$ cat src/logic/rx_report_defines.vh
// constants for the receive reporting block: register map, fields, resets, modes, limits
`ifndef RX_REPORT_DEFINES_VH
`define RX_REPORT_DEFINES_VH

// register indexes; byte address on the bus is four times the index
`define IDX_CHECKSUM_STATUS 8'h06
`define IDX_ENERGY_STATUS 8'h07
`define IDX_ASSESS_THRESHOLD 8'h09
`define IDX_ASSESS_CONTROL 8'h0A
`define IDX_RX_STATUS 8'h0B
`define IDX_FRAME_LENGTH 8'h0C
`define IDX_BUFFER_DATA 8'h0D

// field positions and reset values
`define THRESH_LSB 0
`define THRESH_MSB 3
`define THRESH_RESET 8'hC7
`define MODE_RESET 2'h1
`define CHECKSUM_OK_BIT 7

// assessment modes
`define MODE_CS_OR_ED 2'h0
`define MODE_ED_ONLY 2'h1
`define MODE_CS_ONLY 2'h2
`define MODE_CS_AND_ED 2'h3

// link quality and frame limits
`define LQI_SAMPLES 4'h8
`define MIN_LQI_OCTETS 8'h02
`define BUF_FULL_PTR 8'h80

// frequency offset tolerance in ppm, estimate unit is 1 ppm
`define FREQ_TOL_PPM 12'h078

`endif

$ cat src/logic/rx_cca_lqi_report.v
// receive reporting: channel assessment, link quality, frame buffer, status registers
//
// The Wishbone register port was decided locally.
`timescale 1ns/1ps
`include "rx_report_defines.vh"

module rx_cca_lqi_report (
  input wire ref_clk,
  input wire rstn,
  input wire wbCyc,
  input wire wbStb,
  input wire wbWe,
  input wire [7:0] wbAdr,
  input wire [3:0] wbSel,
  input wire [31:0] wbDatW,
  output reg [31:0] wbDatR,
  output reg wbAck,
  input wire frameStart,
  input wire frameEnd,
  input wire octetValid,
  input wire [7:0] octetData,
  output reg octetReady,
  input wire [7:0] rxPowerDb,
  input wire carrierSense,
  input wire checksumOk,
  input wire corrValid,
  input wire [7:0] corrValue,
  input wire freqEstValid,
  input wire [11:0] freqEst,
  output reg ccaBusy,
  output reg rxStartEvent,
  output reg frameDoneEvent,
  output reg [11:0] freqCorrection
);
  reg [7:0] threshReg_q;
  reg [1:0] assessMode_q;
  reg checksumReg_q;
  reg [7:0] energyReg_q;
  reg lqiValid_q;
  reg [7:0] lqi_q;
  reg [10:0] corrSum_q;
  reg [3:0] corrCnt_q;
  reg [7:0] octetCnt_q;
  reg lqiPending_q;
  reg inFrame_q;
  reg freqLocked_q;
  reg [7:0] wrPtr_q;
  reg [7:0] rdPtr_q;
  reg [7:0] frameLen_q;
  reg [7:0] frameBuf [0:127];
  wire [8:0] fifoInData;
  wire fifoInValid;
  wire fifoInReady;
  wire fifoOutValid;
  wire fifoOutReady;
  wire [8:0] fifoOutData;
  wire [3:0] fifoLevel;
  wire busReq;
  wire [7:0] regIdx;
  wire edBusy;
  reg ccaBusy_d;
  reg [31:0] rdData_d;
  wire [7:0] lqiNow;
  wire [11:0] freqClamped;

  // saturate a signed ppm estimate to the tolerated range
  function [11:0] clampPpm;
    input [11:0] est;
    reg [11:0] negTol;
    begin
      negTol = 12'h000 - `FREQ_TOL_PPM;
      if (!est[11] && (est > `FREQ_TOL_PPM))
        clampPpm = `FREQ_TOL_PPM;
      else if (est[11] && (est < negTol))
        clampPpm = negTol;
      else
        clampPpm = est;
    end
  endfunction

  // bus decode: a request is taken once, ack follows one edge later
  assign busReq = wbCyc & wbStb & ~wbAck;
  assign regIdx = {2'h0, wbAdr[7:2]};

  // strict compare in dB above base: limit is twice the threshold field, bits 3:0 of the register
  assign edBusy = rxPowerDb > {3'h0, threshReg_q[`THRESH_MSB:`THRESH_LSB], 1'b0};

  // assessment decision per mode
  always @*
  begin
    case (assessMode_q)
      `MODE_CS_OR_ED: ccaBusy_d = carrierSense | edBusy;
      `MODE_ED_ONLY: ccaBusy_d = edBusy;
      `MODE_CS_ONLY: ccaBusy_d = carrierSense;
      `MODE_CS_AND_ED: ccaBusy_d = carrierSense & edBusy;
      default: ccaBusy_d = 1'b0;
    endcase
  end

  always @(posedge ref_clk or negedge rstn)
  begin
    if (!rstn)
      ccaBusy <= 1'b0;
    else
      ccaBusy <= ccaBusy_d;
  end

  // average of the first eight correlation results once MIN_LQI_OCTETS octets are in, else zero; sum of eight fits 8 bits after shift
  assign lqiNow = (octetCnt_q >= `MIN_LQI_OCTETS) ? corrSum_q[10:3] : 8'h00;

  // octets and the trailing quality byte share one queue, bit 8 marks the quality byte
  assign fifoInValid = (octetValid & octetReady & inFrame_q) | lqiPending_q;
  assign fifoInData = lqiPending_q ? {1'b1, lqi_q} : {1'b0, octetData};
  // drain stalls when the buffer is full, which backs up to octetReady
  assign fifoOutReady = (wrPtr_q != `BUF_FULL_PTR);

  rx_fifo #(
    .WIDTH(9),
    .DEPTH(8),
    .AW(3)
  ) u_fifo (
    .ref_clk(ref_clk),
    .rstn(rstn),
    .inValid(fifoInValid),
    .inReady(fifoInReady),
    .inData(fifoInData),
    .outValid(fifoOutValid),
    .outReady(fifoOutReady),
    .outData(fifoOutData),
    .level(fifoLevel)
  );

  // registered ready keeps one slot spare for the octet already in flight
  always @(posedge ref_clk or negedge rstn)
  begin
    if (!rstn)
      octetReady <= 1'b0;
    else
      octetReady <= (fifoLevel < 4'h6) & ~lqiPending_q;
  end

  // frame tracking, link quality gathering and frequency estimate hold
  always @(posedge ref_clk or negedge rstn)
  begin
    if (!rstn)
    begin
      inFrame_q <= 1'b0;
      corrSum_q <= 11'h000;
      corrCnt_q <= 4'h0;
      octetCnt_q <= 8'h00;
      lqi_q <= 8'h00;
      lqiPending_q <= 1'b0;
      freqLocked_q <= 1'b0;
      freqCorrection <= 12'h000;
      rxStartEvent <= 1'b0;
    end
    else
    begin
      rxStartEvent <= frameStart;
      if (frameStart)
      begin
        inFrame_q <= 1'b1;
        corrSum_q <= 11'h000;
        corrCnt_q <= 4'h0;
        octetCnt_q <= 8'h00;
        freqLocked_q <= 1'b0;
        freqCorrection <= 12'h000;
      end
      else if (inFrame_q)
      begin
        if (corrValid && (corrCnt_q < `LQI_SAMPLES))
        begin
          corrSum_q <= corrSum_q + {3'h0, corrValue};
          corrCnt_q <= corrCnt_q + 4'h1;
        end
        if (octetValid && octetReady && (octetCnt_q != 8'hFF))
          octetCnt_q <= octetCnt_q + 8'h01;
        // only the first estimate of a frame is taken, later ones ignored
        if (freqEstValid && !freqLocked_q)
        begin
          freqLocked_q <= 1'b1;
          freqCorrection <= 12'h000 - clampPpm(freqEst);
        end
        if (frameEnd)
        begin
          inFrame_q <= 1'b0;
          lqi_q <= lqiNow;
          lqiPending_q <= 1'b1;
        end
      end
      else
      begin
        // correction ends with the frame
        freqCorrection <= 12'h000;
        freqLocked_q <= 1'b0;
      end
      if (lqiPending_q && fifoInReady)
        lqiPending_q <= 1'b0;
    end
  end

  // buffer storage has no reset, pointers define content
  always @(posedge ref_clk)
  begin
    if (fifoOutValid && fifoOutReady)
      frameBuf[wrPtr_q[6:0]] <= fifoOutData[7:0];
  end

  // buffer pointers, status capture and frame done event
  always @(posedge ref_clk or negedge rstn)
  begin
    if (!rstn)
    begin
      wrPtr_q <= 8'h00;
      frameLen_q <= 8'h00;
      frameDoneEvent <= 1'b0;
      checksumReg_q <= 1'b0;
      energyReg_q <= 8'h00;
      lqiValid_q <= 1'b0;
    end
    else
    begin
      frameDoneEvent <= 1'b0;
      if (frameStart)
        wrPtr_q <= 8'h00;
      else if (fifoOutValid && fifoOutReady)
      begin
        wrPtr_q <= wrPtr_q + 8'h01;
        if (fifoOutData[8])
        begin
          // quality byte is in the buffer: frame is fully readable now
          frameDoneEvent <= 1'b1;
          frameLen_q <= wrPtr_q + 8'h01;
        end
      end
      if (inFrame_q && frameEnd)
      begin
        checksumReg_q <= checksumOk;
        energyReg_q <= rxPowerDb;
        lqiValid_q <= (octetCnt_q >= `MIN_LQI_OCTETS);
      end
    end
  end

  // read mux for the register file
  always @*
  begin
    rdData_d = 32'h00000000;
    case (regIdx)
      `IDX_CHECKSUM_STATUS: rdData_d[`CHECKSUM_OK_BIT] = checksumReg_q;
      `IDX_ENERGY_STATUS: rdData_d[7:0] = energyReg_q;
      `IDX_ASSESS_THRESHOLD: rdData_d[7:0] = threshReg_q;
      `IDX_ASSESS_CONTROL: rdData_d[1:0] = assessMode_q;
      `IDX_RX_STATUS: rdData_d[2:0] = {inFrame_q, lqiValid_q, ccaBusy};
      `IDX_FRAME_LENGTH: rdData_d[7:0] = frameLen_q;
      `IDX_BUFFER_DATA: rdData_d[7:0] = frameBuf[rdPtr_q[6:0]];
      default: rdData_d = 32'h00000000;
    endcase
  end

  // wishbone slave: one wait state, unmapped indexes ack and read zero
  always @(posedge ref_clk or negedge rstn)
  begin
    if (!rstn)
    begin
      wbAck <= 1'b0;
      wbDatR <= 32'h00000000;
      threshReg_q <= `THRESH_RESET;
      assessMode_q <= `MODE_RESET;
      rdPtr_q <= 8'h00;
    end
    else
    begin
      wbAck <= busReq;
      if (busReq && !wbWe)
        wbDatR <= rdData_d;
      if (frameStart)
        rdPtr_q <= 8'h00;
      else if (busReq && !wbWe && (regIdx == `IDX_BUFFER_DATA) && (rdPtr_q != `BUF_FULL_PTR))
        rdPtr_q <= rdPtr_q + 8'h01;
      if (busReq && wbWe && wbSel[0])
      begin
        if (regIdx == `IDX_ASSESS_THRESHOLD)
          threshReg_q <= wbDatW[7:0];
        if (regIdx == `IDX_ASSESS_CONTROL)
          assessMode_q <= wbDatW[1:0];
      end
    end
  end
endmodule // rx_cca_lqi_report

$ cat src/logic/rx_fifo.v
// small synchronous fifo with valid/ready on both sides
`timescale 1ns/1ps
module rx_fifo #(
  parameter WIDTH = 9,
  parameter DEPTH = 8,
  parameter AW = 3
) (
  input wire ref_clk,
  input wire rstn,
  input wire inValid,
  output wire inReady,
  input wire [WIDTH-1:0] inData,
  output wire outValid,
  input wire outReady,
  output wire [WIDTH-1:0] outData,
  output wire [AW:0] level
);
  reg [WIDTH-1:0] mem [0:DEPTH-1];
  reg [AW:0] wrPtr_q;
  reg [AW:0] rdPtr_q;
  wire push;
  wire pop;

  // extra pointer bit separates full from empty
  assign level = wrPtr_q - rdPtr_q;
  assign inReady = (level != DEPTH[AW:0]);
  assign outValid = (level != {(AW+1){1'b0}});
  assign outData = mem[rdPtr_q[AW-1:0]];
  assign push = inValid & inReady;
  assign pop = outValid & outReady;

  // storage has no reset; only pointers define content
  always @(posedge ref_clk)
  begin
    if (push)
      mem[wrPtr_q[AW-1:0]] <= inData;
  end

  always @(posedge ref_clk or negedge rstn)
  begin
    if (!rstn)
    begin
      wrPtr_q <= {(AW+1){1'b0}};
      rdPtr_q <= {(AW+1){1'b0}};
    end
    else
    begin
      if (push)
        wrPtr_q <= wrPtr_q + {{AW{1'b0}}, 1'b1};
      if (pop)
        rdPtr_q <= rdPtr_q + {{AW{1'b0}}, 1'b1};
    end
  end
endmodule // rx_fifo

$ cat config.mk
export PLATFORM = sky130hd
export DESIGN_NAME = rx_cca_lqi_report
export DESIGN_NICKNAME = d
export VERILOG_FILES = /design/src/logic/rx_cca_lqi_report.v /design/src/logic/rx_fifo.v
export VERILOG_INCLUDE_DIRS = /design/src /design/src/logic
export SDC_FILE = /design/constraint.sdc
export NUM_CORES = 1
export LEC_CHECK = 0
export BUFFER_PORTS_ARGS = -buffer_cell sky130_fd_sc_hd__buf_2
export CAP_MARGIN = 20
export CORE_MARGIN = 2
export CORE_UTILIZATION = 50
export CTS_BUF_LIST = sky130_fd_sc_hd__clkbuf_8
export DETAILED_ROUTE_END_ITERATION = 7
export PLACE_DENSITY = 0.66
export SYNTH_ARGS = -nofsm -noshare
export SYNTH_HDL_FRONTEND = slang
export SYNTH_SLANG_ARGS = --single-unit
$ cat constraint.sdc
create_clock -name ref_clk -period 5.8 [get_ports ref_clk]
set_clock_uncertainty 0.1 [all_clocks]
set_input_delay 0 -clock ref_clk [delete_from_list [all_inputs] [get_ports ref_clk]]
set_output_delay 0 -clock ref_clk [all_outputs]
set_load 0.02 [all_outputs]
==> metrics.txt <==
Critical Path Start=rdPtr_q[0]; Leak=18.3 nW; Yosys Warn Count=0; NumNets Final=3,096; P per Cell Area=402 mW/mm2; Residual DRC=0; Tightest Pin Transition=1220 ps; global-route wire length before repair=179,000 um; die area=0.0998 mm2; post-DP HPWL=71,900 um; # port buffers=87; minimum clock period=4560 ps; vias per cell=6.10; setup TNS=0 ps; Antenna Nets Post-Route=0; drt first pass iters=8; crit path capture=wbDatR[2]; Synth Cell Area=0.0486 mm2; Maximum Capacitance Violations=0; DR iter-0 viols=2,874; Max Freq=0.219 GHz; RSZ-0062 raised after global routing=no; reg2reg end=wbDatR[2]; initial core utilization=50.4%; final-report hold violation count=0; Mapped Cells=2,642; CP endpoint kind=flop; count of unique library cells instantiated by Yosys=73; Vert. Die Dim=316 um; WL final=121,000 um; Worst-path clk slew=60 ps; die width=316 um; RR Startpoint=rdPtr_q[0]; Max VDD drop=0.415 mV; CTS root buf=clkbuf_8; Main synth FF type=edfxtp_1; Worst R2R Setup Slack=1240 ps; Clock Sinks=1,207; worst hold slack=87.4 ps; wire per inst=27.5 um; share of cells above drive strength 1=21.6%; Final setup viols=0; num rows=114; crit path max fanout=45; Worst EP required=6480 ps; Slew HR=18.6%; Layout area overhead=13.9%; cells on worst reg2reg path=9; critical path class=reg2reg; synthesized area per cell=18.4 um2; Core Region=0.0966 mm2; crit start category=flop; pin count of the biggest net entering global routing=90; num ports=141; Async S/R FF share, synth=9.20%; initial antenna violation count=3; clock buffer depth=3; gpl congestion=0.882; CP arrival=5240 ps; Num CTS Buffers=187; number of flops mapped to enable cells by yosys=1,096; total power=22.3 mW; number of global-route vias before repair=27,700; worst min-delay path category=in2reg; insertion delay to the later sink of the worst-skew pair=860 ps; fin. max-slew vios=0; htree depth=4; Overflow after GRT=0; Global Route Usage Sum=24.6%; register area share after synthesis=73.4%; number of synthesized register bits=1,207; period utilization=78.7%; status=completed; TritonCTS clock tree=yes; via count=26,900
-- worst min path at each step --
stage,to,depth (start not counted),start
floorplan,assessMode_q[1],0,rstn
global placement,lqi_q[1],1,rstn
detailed placement,lqi_q[1],1,rstn
CTS,u_fifo.mem[0][3],3,octetData[3]
global route,u_fifo.mem[0][3],3,octetData[3]
finish,u_fifo.mem[1][0],3,octetData[0]
-- worst max-delay path, stage by stage, from the launching register on --
cell and delay [ps]:
dfrtp_4 1030, buf_12 400, mux2i_1 130, a221oi_1 790, a221oi_1 280, o22a_1 320, o221ai_1 390, a21oi_1 240
o21ai_0 220, dlygate4sd3_1 570
-- where the power goes --
part / internal [mW] / switching (mW) / leakage [nW]
registers: 11.7 / 0.187 / 11.3
clock network: 3.45 / 3.31 / 2.05
logic: 0.686 / 2.97 / 4.95
total: 15.8 / 6.47 / 18.3
-- cells in the mapped netlist (30+ instances only) --
cell type | instances | share of area, %
o21ai_0 | 32 | 0.33
clkbuf_1 | 64 | 0.49
nor3_1 | 30 | 0.31
edfxtp_1 | 1096 | 68
o221ai_1 | 51 | 0.92
buf_4 | 34 | 0.52
mux2_2 | 36 | 0.83
nand2_1 | 124 | 0.96
a21oi_1 | 62 | 0.64
dfrtp_1 | 105 | 5.4
mux4_2 | 225 | 10
mux2i_1 | 124 | 2.6
nor2_1 | 190 | 1.5
-- layer usage --
| metal | routed length [um] | track usage (%) |
|---|---|---|
| met5 | 0 | 0 |
| met1 | 47400 | 33.0 |
| met3 | 10500 | 5.55 |
| met4 | 3980 | 9.14 |
| met2 | 59400 | 39.7 |
-- cell families (layout without fill, tap and decap cells) --
group,Yosys count,count (layout),synth area share (%)
compound gates,305,305,4.48
buf+inv,197,664,2.30
simple gates,476,476,4.46
mux,386,386,13.9
fa+ha+maj,27,27,0.725
flops,1207,1207,73.4
other cells,1,25,0.00771
xor+xnor,43,43,0.774
-- final cells by class --
class	count	area (um2)
Inverter	33	124
Fill cell	7129	41200
Antenna cell	1	2.50
Multi-Input combinational cell	1261	12000
Clock buffer	192	2640
Clock inverter	152	885
Timing Repair Buffer	287	2400
Tap cell	1276	1600
Sequential cell	1207	35700
-- sequential cells by signal, summed over array words and instances (netlist names), 2 cells and up --
signal and count:
octetCnt_q 8, u_fifo.mem 72, threshReg_q 8, wrPtr_q 8
assessMode_q 2, wbDatR 8, freqCorrection 12, frameBuf 1024
u_fifo.wrPtr_q 4, corrSum_q 11, u_fifo.rdPtr_q 4, lqi_q 8
corrCnt_q 4, energyReg_q 8, rdPtr_q 8, frameLen_q 8
-- repair_timing --
item / 4_1_cts / 5_1_grt
endpoints found under the hold margin: 280 / 0
buffers inserted: 0 / 0
gates resized for setup: 0 / 0
hold buffers: 146 / 0
-- metrics by stage --
stage | setup slack [ps] | cells | area (um2) | util [%]
3_5_place_dp | 1330 | 3917 | 50300 | 52.1
5_1_grt | 960 | 4409 | 55400 | 57.3
6_report | 1240 | 4409 | 55400 | 57.3
3_3_place_gp | 1340 | 3917 | 50300 | 52.1
4_1_cts | 1300 | 4407 | 55300 | 57.3
2_1_floorplan | 1480 | 2665 | 48700 | -
-- cell usage in the layout (no fill, tap or decap), types with 25 or more instances in the layout --
cell type / netlist / layout
nor2_1: 190 / 190
o22ai_1: 26 / 26
clkinv_2: 0 / 25
nand3_1: 29 / 25
buf_2: 22 / 86
mux4_2: 225 / 225
inv_1: 28 / 93
clkbuf_8: 0 / 192
nand2_1: 124 / 115
mux2i_1: 124 / 124
ha_1: 25 / 25
a21oi_1: 62 / 62
dfrtp_1: 105 / 102
buf_4: 34 / 49
clkinv_1: 5 / 46
dlygate4sd3_1: 0 / 145
edfxtp_1: 1096 / 1096
nor3_1: 30 / 30
o21ai_0: 32 / 32
o221ai_1: 51 / 51
mux2_2: 36 / 36
Note: power is estimated with default switching activity, not from simulation.
